--- src/adc_input_cfg_pkg.sv ---
// Constants and types for the input configuration and channel select block
package adc_input_cfg_pkg;

  // ****************************************
  // Widths
  // ****************************************
  localparam int CHAN_ADDR_W = 3;
  localparam int MODE_W = 2;
  localparam int RESULT_W_DEFAULT = 12;
  localparam int RESULT_W_ALT = 10;

  // ****************************************
  // Input configuration codes, {bit_hi, bit_lo}
  // ****************************************
  typedef enum logic [1:0] {
    CFG_SINGLE_ENDED = 2'b00,
    CFG_PSEUDO_PAIRS = 2'b01,
    CFG_DIFFERENTIAL = 2'b10,
    CFG_PSEUDO_SEVEN = 2'b11
  } input_cfg_type;

  // ****************************************
  // Reset values and fixed selects
  // ****************************************
  localparam logic [CHAN_ADDR_W-1:0] CHAN_ADDR_RST = 3'h0;
  localparam logic [CHAN_ADDR_W-1:0] COMMON_NEG_CHAN = 3'h7;
  localparam logic [1:0] SEQ_SEL_RST = 2'h0;
  localparam logic [1:0] SEQ_SEL_PLAIN = 2'h0;
  localparam logic RANGE_RST = 1'h0;
  localparam logic RANGE_SINGLE_REF = 1'h0;
  localparam logic RANGE_DOUBLE_REF = 1'h1;
  localparam logic CODING_RST = 1'h0;
  localparam logic CODING_TWOS = 1'h1;
  localparam logic PAIR_POS_BIT = 1'h0;
  localparam logic PAIR_NEG_BIT = 1'h1;

endpackage

--- src/adc_input_cfg.sv ---
// Input configuration, channel multiplexer select and output coding of the converter
//
// Contract
// - Mode 0,0: eight single-ended channels
// - Mode 0,1: four pseudo pairs
// - Mode 1,0 four fully differential pairs; 1,1 seven
// - Seven-input mode: eighth input is common negative
// - Sequencer bits zero: plain multichannel, any order
// - Channel from latest write, no automatic stepping
// - Programmable span: reference or twice reference
// - Differential swing maps onto full code range
// - Single-ended: negative input tied to ground
// - Range bit 0 single span, 1 double
// - Results straight binary or twos complement
`timescale 1ns/1ps

module adc_input_cfg #(
  parameter int RESULT_W = adc_input_cfg_pkg::RESULT_W_DEFAULT
) (
  // Clock and reset
  input wire logic core_clk_i,
  input wire logic sys_rst_i,
  // Control register write
  input wire logic cfg_write_i,
  input wire logic input_config_bit_hi_i,
  input wire logic input_config_bit_lo_i,
  input wire logic sequencer_select_a_i,
  input wire logic sequencer_select_b_i,
  input wire logic [adc_input_cfg_pkg::CHAN_ADDR_W-1:0] channel_addr_i,
  input wire logic range_sel_i,
  input wire logic coding_sel_i,
  // Conversion start, active low
  input wire logic conversion_start_n_i,
  // Raw converter result
  input wire logic sar_done_i,
  input wire logic [RESULT_W-1:0] sar_result_i,
  // Multiplexer and front-end controls
  output logic [adc_input_cfg_pkg::CHAN_ADDR_W-1:0] pos_sel_o,
  output logic [adc_input_cfg_pkg::CHAN_ADDR_W-1:0] neg_sel_o,
  output logic neg_to_ground_o,
  output logic range_double_o,
  output logic [adc_input_cfg_pkg::MODE_W-1:0] input_cfg_o,
  output logic plain_multichannel_o,
  output logic conv_start_o,
  // Coded result
  output logic result_valid_o,
  output logic [RESULT_W-1:0] result_o
);
  import adc_input_cfg_pkg::*;

  // ****************************************
  // Parameter check
  // ****************************************
  if (RESULT_W != RESULT_W_DEFAULT && RESULT_W != RESULT_W_ALT) begin : gen_bad_result_w
    $error("adc_input_cfg: RESULT_W must be 12 or 10");
  end
  // Pair decode needs an address bit above the pair bit
  if (CHAN_ADDR_W < 2) begin : gen_bad_addr_w
    $error("adc_input_cfg: CHAN_ADDR_W must be at least 2");
  end

  // ****************************************
  // Pending control register
  // ****************************************
  input_cfg_type pend_cfg_reg;
  logic [1:0] pend_seq_reg;
  logic [CHAN_ADDR_W-1:0] pend_addr_reg;
  logic pend_range_reg;
  logic pend_coding_reg;

  // Writes fill the pending copy only; outputs wait for a start
  always_ff @(posedge core_clk_i or posedge sys_rst_i) begin
    if (sys_rst_i) begin
      pend_cfg_reg <= CFG_SINGLE_ENDED;
      pend_seq_reg <= SEQ_SEL_RST;
      pend_addr_reg <= CHAN_ADDR_RST;
      pend_range_reg <= RANGE_RST;
      pend_coding_reg <= CODING_RST;
    end else if (cfg_write_i) begin
      // Latest write wins
      pend_cfg_reg <= input_cfg_type'({input_config_bit_hi_i, input_config_bit_lo_i});
      pend_seq_reg <= {sequencer_select_a_i, sequencer_select_b_i};
      pend_addr_reg <= channel_addr_i;
      pend_range_reg <= range_sel_i;
      pend_coding_reg <= coding_sel_i;
    end
  end

  // ****************************************
  // Conversion start edge
  // ****************************************
  logic start_prev_reg;
  logic start_fall;

  always_ff @(posedge core_clk_i or posedge sys_rst_i) begin
    if (sys_rst_i) begin
      // Idle level high, so no false edge after reset
      start_prev_reg <= 1'b1;
    end else begin
      start_prev_reg <= conversion_start_n_i;
    end
  end

  assign start_fall = start_prev_reg & ~conversion_start_n_i;

  // ****************************************
  // Active configuration
  // ****************************************
  input_cfg_type act_cfg_reg;
  logic [1:0] act_seq_reg;
  logic [CHAN_ADDR_W-1:0] act_addr_reg;
  logic act_range_reg;
  logic act_coding_reg;
  logic conv_start_reg;

  // A write in the start cycle waits for the following start
  always_ff @(posedge core_clk_i or posedge sys_rst_i) begin
    if (sys_rst_i) begin
      act_cfg_reg <= CFG_SINGLE_ENDED;
      act_seq_reg <= SEQ_SEL_RST;
      act_addr_reg <= CHAN_ADDR_RST;
      act_range_reg <= RANGE_RST;
      act_coding_reg <= CODING_RST;
    end else if (start_fall) begin
      // Settings move over only on a start edge
      act_cfg_reg <= pend_cfg_reg;
      act_seq_reg <= pend_seq_reg;
      act_addr_reg <= pend_addr_reg;
      act_range_reg <= pend_range_reg;
      act_coding_reg <= pend_coding_reg;
    end
  end

  always_ff @(posedge core_clk_i or posedge sys_rst_i) begin
    if (sys_rst_i) begin
      conv_start_reg <= 1'b0;
    end else begin
      conv_start_reg <= start_fall;
    end
  end

  // ****************************************
  // Multiplexer select decode
  // ****************************************
  logic [CHAN_ADDR_W-1:0] pos_sel_next;
  logic [CHAN_ADDR_W-1:0] neg_sel_next;
  logic neg_gnd_next;

  always_comb begin
    pos_sel_next = act_addr_reg;
    neg_sel_next = COMMON_NEG_CHAN;
    neg_gnd_next = 1'b0;
    case (act_cfg_reg)
      CFG_SINGLE_ENDED: begin
        pos_sel_next = act_addr_reg;
        neg_gnd_next = 1'b1;
      end
      CFG_DIFFERENTIAL: begin
        // Low address bit swaps the pair polarity
        pos_sel_next = act_addr_reg;
        neg_sel_next = {act_addr_reg[CHAN_ADDR_W-1:1], ~act_addr_reg[0]};
      end
      CFG_PSEUDO_PAIRS: begin
        // Pair bit forced; low address bit ignored
        pos_sel_next = {act_addr_reg[CHAN_ADDR_W-1:1], PAIR_POS_BIT};
        neg_sel_next = {act_addr_reg[CHAN_ADDR_W-1:1], PAIR_NEG_BIT};
      end
      CFG_PSEUDO_SEVEN: begin
        // Address of the common input selects it against itself; not blocked
        pos_sel_next = act_addr_reg;
        neg_sel_next = COMMON_NEG_CHAN;
      end
      default: begin
        pos_sel_next = act_addr_reg;
        neg_gnd_next = 1'b1;
      end
    endcase
  end

  // ****************************************
  // Multiplexer outputs
  // ****************************************
  assign pos_sel_o = pos_sel_next;
  assign neg_sel_o = neg_sel_next;
  assign neg_to_ground_o = neg_gnd_next;

  // ****************************************
  // Span, mode and start outputs
  // ****************************************
  assign range_double_o = (act_range_reg == RANGE_DOUBLE_REF);
  assign input_cfg_o = act_cfg_reg;
  assign plain_multichannel_o = (act_seq_reg == SEQ_SEL_PLAIN);
  assign conv_start_o = conv_start_reg;

  // ****************************************
  // Output coding
  // ****************************************
  logic [RESULT_W-1:0] result_reg;
  logic result_valid_reg;

  always_ff @(posedge core_clk_i or posedge sys_rst_i) begin
    if (sys_rst_i) begin
      result_reg <= '0;
      result_valid_reg <= 1'b0;
    end else begin
      result_valid_reg <= sar_done_i;
      if (sar_done_i) begin
        // Full swing spans all codes; twos complement flips the top bit
        if (act_coding_reg == CODING_TWOS) begin
          result_reg <= {~sar_result_i[RESULT_W-1], sar_result_i[RESULT_W-2:0]};
        end else begin
          result_reg <= sar_result_i;
        end
      end
    end
  end

  assign result_o = result_reg;
  assign result_valid_o = result_valid_reg;

endmodule // adc_input_cfg

--- config.mk ---
export PLATFORM = sky130hd
export DESIGN_NAME = adc_input_cfg
export DESIGN_NICKNAME = d
export VERILOG_FILES = /design/src/adc_input_cfg_pkg.sv /design/src/adc_input_cfg.sv
export SDC_FILE = /design/constraint.sdc
export NUM_CORES = 1
export LEC_CHECK = 0
export BUFFER_PORTS_ARGS = -buffer_cell sky130_fd_sc_hd__buf_4
export CELL_PAD_IN_SITES_DETAIL_PLACEMENT = 1
export CELL_PAD_IN_SITES_GLOBAL_PLACEMENT = 2
export CORE_ASPECT_RATIO = 1.5
export CORE_MARGIN = 2
export CORE_UTILIZATION = 25
export DETAILED_ROUTE_END_ITERATION = 7
export HOLD_SLACK_MARGIN = 0.12
export PLACE_DENSITY_LB_ADDON = 0.1
export SETUP_SLACK_MARGIN = 0.05
export SLEW_MARGIN = 15
export SYNTH_ARGS = -nofsm -noshare
export SYNTH_HDL_FRONTEND = slang
export SYNTH_SLANG_ARGS = --single-unit
--- constraint.sdc ---
create_clock -name core_clk_i -period 1.2 [get_ports core_clk_i]
set_clock_uncertainty 0.1 [all_clocks]
set_input_delay 0.24 -clock core_clk_i [delete_from_list [all_inputs] [get_ports core_clk_i]]
set_output_delay 0.24 -clock core_clk_i [all_outputs]
set_load 0.02 [all_outputs]
# Yosys cells after proc, flatten, opt, wreduce, memory -nomap -nowiden
# Index checks and enable logic that the tools add are counted.
[word_totals]
ram_bits = 0
out_inout_bits = 25
input_bits = 26
mem_count = 0
latch_bits = 0
regBits = 33
mem_bits_ro = 0
[classes]
n_lt_le_gt_ge = 0
n_div = 0
n_mul = 0
n_shift = 0
reduce_logical = 3
n_addsub = 0
bitwise = 4
eq_ne = 3
muxes = 4
[ops]
columns = ["operator", "n"]
rows = [
  ["two-way mux 12 bit", 1],
  ["case mux 3 bit (2 select lines)", 2],
  ["equality test 2 bit, second input constant", 2],
  ["logical NOT 2 bit", 2],
  ["inverter 1 bit", 3],
  ["OR reduction 3 bit", 1],
  ["equality test 2 x 1 -> 1 bit, second input constant", 1],
  ["bitwise AND 1 bit", 1],
  ["two-way mux 1 bit", 1],
]

# Longest topological paths before layout
# Gate-level depths: netlist of the first run.
[logic_depth]
word_depth = 3
ltp_mapped = 4
ltp_nobuf = 4

# Worst setup path after synthesis of the first run
# No wires, ideal clock.
[synth_path]
kind = "register to output"
startpoint = "register act_cfg_reg[0] (netlist: input_cfg_o[0])"
endpoint = "output port neg_sel_o[0] (netlist bit)"
arrival_time_ps = 1098
n_path_buf = 0
t_required_ps = 860
path_stages_with_launch = 4
setup_slack_ps = -238
path_cell_list = "dfrtp_1 -> inv_1 -> ha_1 -> nand3b_1"
[synth_between]
elab_chain_cells = 2
elab_cells_between_ends = 3
classes_between = "2 x eq/ne; 1 x mux"
[synth_lines]
columns = ["element", "line", "rtl"]
rows = [
  ["start: declaration", "adc_input_cfg.sv:109", "input_cfg_type act_cfg_reg;"],
  ["start signal: assignment", "adc_input_cfg.sv:126", "act_cfg_reg <= pend_cfg_reg;"],
  ["equality test 2 x 1 -> 1 bit / equality test 2 bit (equally long branches)", "adc_input_cfg.sv:153", "case (act_cfg_reg)"],
  ["case mux 3 bit (2 select lines) (*)", "adc_input_cfg.sv:153", ""],
  ["end: declaration", "adc_input_cfg.sv:39", "output logic [adc_input_cfg_pkg::CHAN_ADDR_W-1:0] neg_sel_o,"],
]
# Every way passes the cells marked *; elsewhere a longest branch is shown, timed or not.

# Worst setup path in the final report of the first run
[layout_path]
startpoint = "register act_cfg_reg[1] (netlist: input_cfg_o[1])"
endpoint = "output port neg_sel_o[0] (netlist bit)"
# Same word-level chain as after synthesis.

==> results.py, run 1 <==
metrics = {
    "routing": {
        "drt_iter0_markers": 9,
        "wirelength_microns": 3440,
        "viasPerCell": 4.12,
        "wire_per_inst_microns": 13.8,
        "drc": 0,
        "ant_nets": 0,
        "dr.pass1.iters": 2,
        "vias": 1030,
    },
    "placed_design": {
        "pre_cts_ws_ns": -0.154,
        "port_buffers": 50,
        "hpwl_microns": 2210,
        "gp_congestion": 0.670,
    },
    "setup_path": {
        "crit_chain": "inv_2, ha_1, nand3b_1, buf_6",
        "critical_path_arrival_ns": 1.30,
        "r2r_slack_ns": -0.04,
        "critical_path_class": "flip-flop to output port",
        "crit_path_top_delay_cell": "dfrtp_2",
        "r2r_cells": 2,
        "max_stage_delay_ns": 0.41,
        "cp-end-kind": "output port",
        "required_ns": 0.86,
        "crit_fanout": 3,
        "r2r-end": "range_double_o",
        "start_kind": "flip-flop",
        "r2r-start": "start_prev_reg",
    },
    "yosys": {
        "synthCells": 87,
        "synth_nets": 117,
        "yosys.cell_types.count": 18,
        "ys_seq_elements": 33,
        "synth-seq-area-share": 0.605,
        "syn-cell-area_sq_um": 1370,
        "yosys_warnings": 0,
        "syn_avg_cell_area_sq_um": 15.7,
    },
    "sta": {
        "finalSetupViolCount": 17,
        "fin_ws_ns": -0.439,
        "timing_worst_slew_pin_value_ns": 0.188,
        "hold_viol": 0,
        "rsz0062_at_grt": "yes",
        "fin_crit_ns": 1.64,
        "period_share": 1.37,
        "max_freq_mhz": 610,
        "relSlewSlack": 0.875,
        "finalMaxSlewViolations": 0,
        "fin_tns_setup_ns": -2.56,
    },
    "power_and_ir_drop": {
        "ir_worst_vdd_mv": 0.616,
        "power_w": 0.00341,
        "power_density_nw_per_um2": 1420,
        "p_leak_nw": 1.13,
    },
    "grt": {
        "grt_max_degree": 34,
        "grt.overflow.total": 0,
        "grt.total_usage": 0.129,
        "antenna_found_initial": 0,
        "first_global_vias": 1191,
        "grt_pass1_wl_microns": 5800,
    },
    "floorplanning": {
        "chipWidth_microns": 64.4,
        "fp.coreArea_sq_um": 5370,
        "die_h_microns": 94.6,
        "num_rows": 33,
        "die_area_sq_um": 6090,
        "pin_count": 51,
        "initial_core_util": 0.255,
    },
    "status": {
        "failed_checks": "negative setup slack",
        "outcome": "finished, violations left",
    },
    "final_layout": {
        "areaGrowthSynthToFinish_pct": 75.6,
        "final_cell_mix": "38 x buf_4, 30 x dfrtp_1, 27 x buf_6",
        "diodes": 0,
        "nFillCells": 566,
        "final_nets": 209,
        "layout_commonest_cell": "buf_4",
        "drive_gt1_frac": 0.639,
        "largest_reg_flops": 12,
    },
    "worst_hold_path": {
        "hp-start": "sar_result_i[11]",
        "hold_depth": 3,
        "hp-class": "input port to flip-flop",
        "min_delay_worst_endpoint": "result_o[11]",
    },
    "clock_network": {
        "worstSkewPairLatency_ns": 0.28,
        "cts-root-buf": "clkbuf_8",
        "ctsLongestPathBuffers": 2,
        "clk_pin_slew_ns": 0.06,
        "clock-sinks": 33,
        "h-tree-depth": 2,
        "cts_tree": "done",
        "cts_buffers": 5,
    },
    "flow_run": {
        "cap_viol_max_count": 0,
    },
}
[worst max-delay path: cells and delay by family, from the launching register on]
family | cells | cell delay (ns)
DFF | 1 | 0.41
buffers and inverters | 2 | 0.22
and+or+nand+nor | 1 | 0.18
adders and majority gates | 1 | 0.20
[cells in the mapped netlist, drive strengths merged]
cell type  number  area share
nor2            2      0.0055
buf             5       0.031
nand3b          1      0.0055
a21oi           1      0.0037
dfstp           1       0.019
nor2b           1      0.0046
mux2           29        0.26
nand2           2      0.0055
ha              4       0.037
xnor2           1      0.0064
dfrtp          32        0.59
nand2b          2       0.015
o21ai           2      0.0073
inv             4       0.011
[how the worst max path moves through the flow]
stage / start / endpoint / cells after the start
5_1_grt: input_cfg_o[0] / neg_sel_o[1] / 5
2_1_floorplan: input_cfg_o[0] / neg_sel_o[0] / 4
3_5_place_dp: input_cfg_o[0] / neg_sel_o[1] / 5
6_report: input_cfg_o[1] / neg_sel_o[0] / 4
4_1_cts: input_cfg_o[0] / neg_sel_o[0] / 3
3_3_place_gp: input_cfg_o[0] / neg_sel_o[1] / 5
[metrics by stage]
stage,hold WS (ns),instance area [sq um],instances,utilization
floorplan,0.144,1390,87,-
global placement,0.204,1840,204,0.342
detailed placement,0.212,1840,204,0.342
CTS,0.167,2360,246,0.440
global route,0.187,2400,250,0.447
finish,0.165,2400,250,0.447
[area by class of cell]
type                       count  area [sq um]  area share
timing repair buffer          89           840       0.350
tap                           70          87.6      0.0365
multi-input combinational     46           537       0.224
clock buffer                   8          90.1      0.0375
sequential                    33           830       0.345
inverter                       4          17.5     0.00730
[cells by family (layout without fill, tap and decap cells)]
kind of cell	Yosys count	count (layout)	share of synthesized area
XOR/XNOR	1	1	0.00641
buffers and inverters	9	101	0.0421
flip-flops	33	33	0.605
multiplexers	29	29	0.263
AO/OA/AOI/OAI	3	3	0.0110
AND/OR/NAND/NOR	8	9	0.0357
adder cells (fa/ha/maj)	4	4	0.0366
[report_power, final]
| group | total (W) | internal, W | leakage [nW] | switching, W |
|---|---|---|---|---|
| clock network | 0.000846 | 0.000467 | 0.0455 | 0.000379 |
| registers | 0.00137 | 0.00126 | 0.384 | 0.000116 |
| logic | 0.00119 | 0.000714 | 0.703 | 0.000475 |
[layer usage]
metal / wire length [microns] / GRT usage / up-vias
met5: 0 / 0 / -
met4: 67 / 0.0532 / 0
met3: 166 / 0.0346 / 5
met2: 2060 / 0.251 / 36
met1: 1140 / 0.125 / 517
li1: - / - / 472
[timing repair]
item | CTS | global route
hold buffers | 23 | 0
pin swaps | 2 | 2
gates cloned | 1 | 0
endpoints found under the setup margin | 33 | 34
setup buffers | 10 | 4
hold endpoints to repair | 54 | 0
resized for setup | 30 | 3
Power figures use the tool's default switching activity.
==> inputs of run 2 (changes only) <==
--- a/config.mk
+++ b/config.mk
@@ -14,6 +14,7 @@
 export DETAILED_ROUTE_END_ITERATION = 7
 export HOLD_SLACK_MARGIN = 0.12
 export PLACE_DENSITY_LB_ADDON = 0.1
+export RECOVER_POWER = 100
 export SETUP_SLACK_MARGIN = 0.05
 export SLEW_MARGIN = 15
 export SYNTH_ARGS = -nofsm -noshare
==> results.py, run 2 (synthesis results as in run 1) <==
metrics = {
    "sta": {
        "timing_worst_slew_pin_value_ns": 0.427,
        "fin_ws_ns": -0.437,
        "max_freq_mhz": 611,
        "rsz0062_at_grt": "yes",
        "finalMaxSlewViolations": 0,
        "fin_crit_ns": 1.64,
        "period_share": 1.36,
        "hold_viol": 0,
        "relSlewSlack": 0.715,
        "finalSetupViolCount": 17,
    },
    "clock_network": {
        "worstSkewPairLatency_ns": 0.28,
        "cts_tree": "done",
        "cts-root-buf": "clkbuf_8",
        "ctsLongestPathBuffers": 2,
        "h-tree-depth": 2,
        "cts_buffers": 5,
        "clock-sinks": 33,
        "clk_pin_slew_ns": 0.06,
    },
    "final_layout": {
        "final_cell_area_sq_um": 2320,
        "multiInputGateArea_sq_um": 537,
        "final_nets": 209,
        "final_cell_mix": "30 x dfrtp_1, 27 x buf_4, 23 x dlygate4sd3_1",
        "seq_area_sq_um": 830,
        "largest_reg_flops": 12,
        "diodes": 0,
        "areaGrowthSynthToFinish_pct": 69.4,
        "nFillCells": 569,
        "drive_gt1_frac": 0.628,
        "layout_commonest_cell": "dfrtp_1",
    },
    "power_and_ir_drop": {
        "power_frac_comb": 0.340,
        "ir_worst_vdd_mv": 0.615,
        "intPower_w": 0.00239,
        "switching_share": 0.286,
        "p_leak_nw": 1.10,
        "power_density_nw_per_um2": 1440,
        "seqPwrFrac": 0.408,
        "clkPwrFrac": 0.252,
        "p_switching_w": 0.000954,
    },
    "grt": {
        "use_met1": 0.125,
        "grt_pass1_wl_microns": 5800,
        "first_global_vias": 1191,
        "antenna_found_initial": 0,
        "grt_busiest_layer": "met2",
        "grt.total_usage": 0.129,
        "use_met2": 0.251,
        "grt_use_met3": 0.0346,
        "grt_max_degree": 34,
        "grt.overflow.total": 0,
    },
    "setup_path": {
        "cp-end-kind": "output port",
        "crit_fanout": 3,
        "critical_path_class": "flip-flop to output port",
        "critical_path_arrival_ns": 1.30,
        "required_ns": 0.86,
        "start_kind": "flip-flop",
    },
    "routing": {
        "vias": 1033,
        "drc": 0,
        "dr.pass1.iters": 2,
        "wire_per_inst_microns": 13.7,
        "viasPerCell": 4.13,
        "wirelength_microns": 3420,
        "ant_nets": 0,
        "drt_iter0_markers": 8,
    },
    "worst_hold_path": {
        "hp-class": "input port to flip-flop",
    },
    "placed_design": {
        "place_area_sq_um": 1840,
        "hpwl_microns": 2210,
        "port_buffers": 50,
        "gp_congestion": 0.670,
        "pre_cts_ws_ns": -0.154,
    },
    "flow_run": {
        "cap_viol_max_count": 0,
    },
    "floorplanning": {
        "pin_count": 51,
        "die_area_sq_um": 6090,
        "chipWidth_microns": 64.4,
        "die_h_microns": 94.6,
        "fp.coreArea_sq_um": 5370,
        "initial_core_util": 0.255,
        "num_rows": 33,
    },
    "status": {
        "failed_checks": "negative setup slack",
        "outcome": "finished, violations left",
    },
}
==> run 2: changes by cell type in the layout (fill, tap and decap cells not counted), sizes merged <==
| cell | previous run | this run |
|---|---|---|
| buf | 66 | 42 |
| clkbuf | 8 | 32 |
==> run 2: critical path: stages (launching register included) <==
cell and delay, ns:
dfrtp_2 0.41, inv_2 0.08, ha_1 0.20, nand3b_1 0.18, buf_6 0.14
==> run 2: layer usage <==
| metal | vias to the layer above | wire (microns) |
|---|---|---|
| li1 | 472 | - |
| met1 | 520 | 1140 |
| met2 | 36 | 2050 |
| met3 | 5 | 168 |
| met4 | 0 | 67 |
| met5 | - | 0 |
==> run 2: per-stage QoR <==
| stage | total power [W] | hold slack (ns) | TNS [ns] | utilization | instances |
|---|---|---|---|---|---|
| final | 0.00334 | 0.165 | -3.21 | 0.431 | 250 |
| after global routing | 0.00355 | 0.187 | -3.98 | 0.431 | 250 |
| after CTS | 0.00340 | 0.167 | -2.60 | 0.440 | 246 |
| after detailed placement | 0.00226 | 0.212 | -0.764 | 0.342 | 204 |
| after global placement | 0.00223 | 0.204 | -0.550 | 0.342 | 204 |
| after floorplan | 0.00189 | 0.144 | -0.542 | - | 87 |
==> run 2: power groups by stage <==
stage / sequential [W] / combinational [W] / clock [W]
after floorplan: 0.00143 / 0.000459 / 0
after global placement: 0.00136 / 0.000862 / 0
after detailed placement: 0.00137 / 0.000884 / 0
after CTS: 0.00137 / 0.00115 / 0.000875
after global routing: 0.00138 / 0.00123 / 0.000934
final: 0.00136 / 0.00114 / 0.000843
==> run 2: worst paths after layout <==
path,from,to,slack (ns),cells past startpoint
hold reg to reg,pend_seq_reg[0],act_seq_reg[0],0.39,1
setup reg to reg,start_prev_reg,range_double_o,-0.11,2
setup / recovery,input_cfg_o[1],neg_sel_o[0],-0.44,4
max in group asynchronous,sys_rst_i,input_cfg_o[0],0.17,4
min in group asynchronous,sys_rst_i,conv_start_o,0.50,4
hold / removal,sar_result_i[11],result_o[11],0.16,3
==> run 2: area by class of cell <==
| type | count | area share |
|---|---|---|
| clock buffer | 8 | 0.0389 |
| inverter | 4 | 0.00756 |
| multi-input combinational | 46 | 0.232 |
| sequential | 33 | 0.358 |
| tap | 70 | 0.0378 |
| timing repair buffer | 89 | 0.326 |
==> run 2: repair_timing <==
action	4_1_cts	5_1_grt
pin swaps	2	2
hold buffers	23	0
endpoints found under the setup margin	33	34
setup buffers	10	4
gates cloned	1	0
gates resized for setup	30	3
hold endpoints to repair	54	0
==> inputs of run 3 (changes only) <==
--- a/config.mk
+++ b/config.mk
@@ -8,7 +8,6 @@
 export BUFFER_PORTS_ARGS = -buffer_cell sky130_fd_sc_hd__buf_4
 export CELL_PAD_IN_SITES_DETAIL_PLACEMENT = 1
 export CELL_PAD_IN_SITES_GLOBAL_PLACEMENT = 2
-export CORE_ASPECT_RATIO = 1.5
 export CORE_MARGIN = 2
 export CORE_UTILIZATION = 25
 export DETAILED_ROUTE_END_ITERATION = 7
==> results.py, run 3 (synthesis results as in run 1) <==
metrics = {
    "routing": {
        "ant_nets": 0,
        "wire_per_inst_microns": 13.4,
        "vias": 1023,
        "wirelength_microns": 3340,
        "drt_iter0_markers": 14,
        "drc": 0,
        "viasPerCell": 4.09,
        "dr.pass1.iters": 2,
    },
    "sta": {
        "fin_ws_ns": -0.447,
        "finalSetupViolCount": 17,
        "relSlewSlack": 0.695,
        "hold_viol": 0,
        "fin_tns_setup_ns": -3.23,
        "fin_crit_ns": 1.65,
        "period_share": 1.37,
        "finalMaxSlewViolations": 0,
        "rsz0062_at_grt": "yes",
        "timing_worst_slew_pin_value_ns": 0.458,
        "max_freq_mhz": 607,
    },
    "setup_path": {
        "r2r-end": "range_double_o",
        "required_ns": 0.86,
        "cp-end-kind": "output port",
        "r2r-start": "start_prev_reg",
        "r2r_slack_ns": -0.11,
        "r2r_cells": 2,
        "cp-startpoint": "input_cfg_o[0]",
        "start_kind": "flip-flop",
        "critical_path_class": "flip-flop to output port",
        "crit_fanout": 4,
        "critical_path_arrival_ns": 1.31,
    },
    "clock_network": {
        "cts-root-buf": "clkbuf_8",
        "worstSkewPairLatency_ns": 0.28,
        "ctsLongestPathBuffers": 2,
        "clk_pin_slew_ns": 0.07,
        "h-tree-depth": 2,
        "clock-sinks": 33,
        "cts_buffers": 5,
        "cts_tree": "done",
    },
    "floorplanning": {
        "chipWidth_microns": 78.0,
        "pin_count": 51,
        "die_area_sq_um": 6080,
        "initial_core_util": 0.263,
        "die_h_microns": 78.0,
        "fp.coreArea_sq_um": 5200,
        "num_rows": 26,
    },
    "power_and_ir_drop": {
        "p_switching_w": 0.000969,
        "intPower_w": 0.00242,
        "switching_share": 0.286,
        "power_density_nw_per_um2": 1460,
        "power_frac_comb": 0.331,
        "p_leak_nw": 1.10,
        "clkPwrFrac": 0.267,
        "seqPwrFrac": 0.402,
        "ir_worst_vdd_mv": 0.587,
        "power_w": 0.00339,
    },
    "placed_design": {
        "port_buffers": 50,
        "gp_congestion": 0.626,
        "hpwl_microns": 2060,
        "dpl.cell_count": 205,
        "pre_cts_ws_ns": -0.148,
    },
    "worst_hold_path": {
        "hp-class": "input port to flip-flop",
        "hp-start": "sar_result_i[11]",
        "hold_depth": 3,
        "min_delay_worst_endpoint": "result_o[11]",
    },
    "grt": {
        "grt_pass1_wl_microns": 5600,
        "grt.overflow.total": 0,
        "grt.total_usage": 0.120,
        "grt_max_degree": 34,
        "antenna_found_initial": 0,
        "first_global_vias": 1158,
    },
    "final_layout": {
        "final_cell_mix": "30 x dfrtp_1, 24 x buf_4, 23 x dlygate4sd3_1, 23 x clkbuf_4, 20 x mux2_2",
        "layout_commonest_cell": "dfrtp_1",
        "largest_reg_flops": 12,
        "diodes": 0,
        "areaGrowthSynthToFinish_pct": 70.4,
        "final_nets": 209,
        "drive_gt1_frac": 0.639,
        "finalNonFillerCells": 250,
    },
    "flow_run": {
        "cap_viol_max_count": 0,
    },
    "status": {
        "outcome": "finished, violations left",
        "failed_checks": "negative setup slack",
    },
}
-- run 3: cell count changes in the layout (fill, tap and decap cells not counted), moves of 2 or more --
cell,delta
buf_4,-3
buf_2,+2
clkbuf_4,+2
clkbuf_1,-2
-- run 3: final cells by class --
cell class              instances  area (sq um)
clock buffers                   7          96.3
flip-flops and latches         33           830
repair buffers                 89           746
well taps                      70          87.6
multi-input cells              46           547
fillers                       562          2870
inverters                       4          20.0
clock inverters                 1          5.00
-- run 3: worst max path at each step --
| stage | to | cells past startpoint |
|---|---|---|
| floorplan | neg_sel_o[0] | 4 |
| global placement | neg_sel_o[1] | 4 |
| detailed placement | neg_sel_o[0] | 5 |
| CTS | neg_sel_o[2] | 4 |
| global route | neg_sel_o[2] | 5 |
| finish | neg_sel_o[2] | 5 |
-- run 3: timing repair --
item / in CTS / in global routing
endpoints found under the hold margin: 54 / 0
hold buffers: 23 / 0
cloned: 1 / 0
buffers inserted: 7 / 7
pin swaps: 1 / 1
endpoints found under the setup margin: 33 / 34
gates resized for setup: 25 / 9
-- run 3: power by group through the flow --
stage	Clock [W]	Combinational, W	Sequential [W]
6_report	0.000906	0.00112	0.00136
5_1_grt	0.000995	0.00120	0.00138
4_1_cts	0.000943	0.00109	0.00137
3_5_place_dp	0	0.000891	0.00137
3_3_place_gp	0	0.000872	0.00136
2_1_floorplan	0	0.000459	0.00143
-- run 3: metrics by stage --
stage	util	hold WS (ns)	instance area, sq um
5_1_grt	0.448	0.164	2330
2_1_floorplan	-	0.144	1390
3_5_place_dp	0.355	0.222	1850
6_report	0.448	0.155	2330
4_1_cts	0.449	0.151	2340
3_3_place_gp	0.355	0.214	1850
-- run 3: worst max-delay path, cell delays in order, from the launching register on --
cell     delay (ns)
dfrtp_2        0.44
inv_4          0.07
ha_4           0.18
o21ai_2        0.13
nand2_1        0.06
buf_4          0.15
-- run 3: metal layers --
metal  track usage  part of all wire  routed length, microns  up-vias
li1              -                 -                       -      476
met1         0.131              0.38                    1290      511
met2         0.216              0.56                    1860       29
met3        0.0337             0.040                     132        7
met4        0.0526             0.018                      61        0
met5             0                 0                       0        -
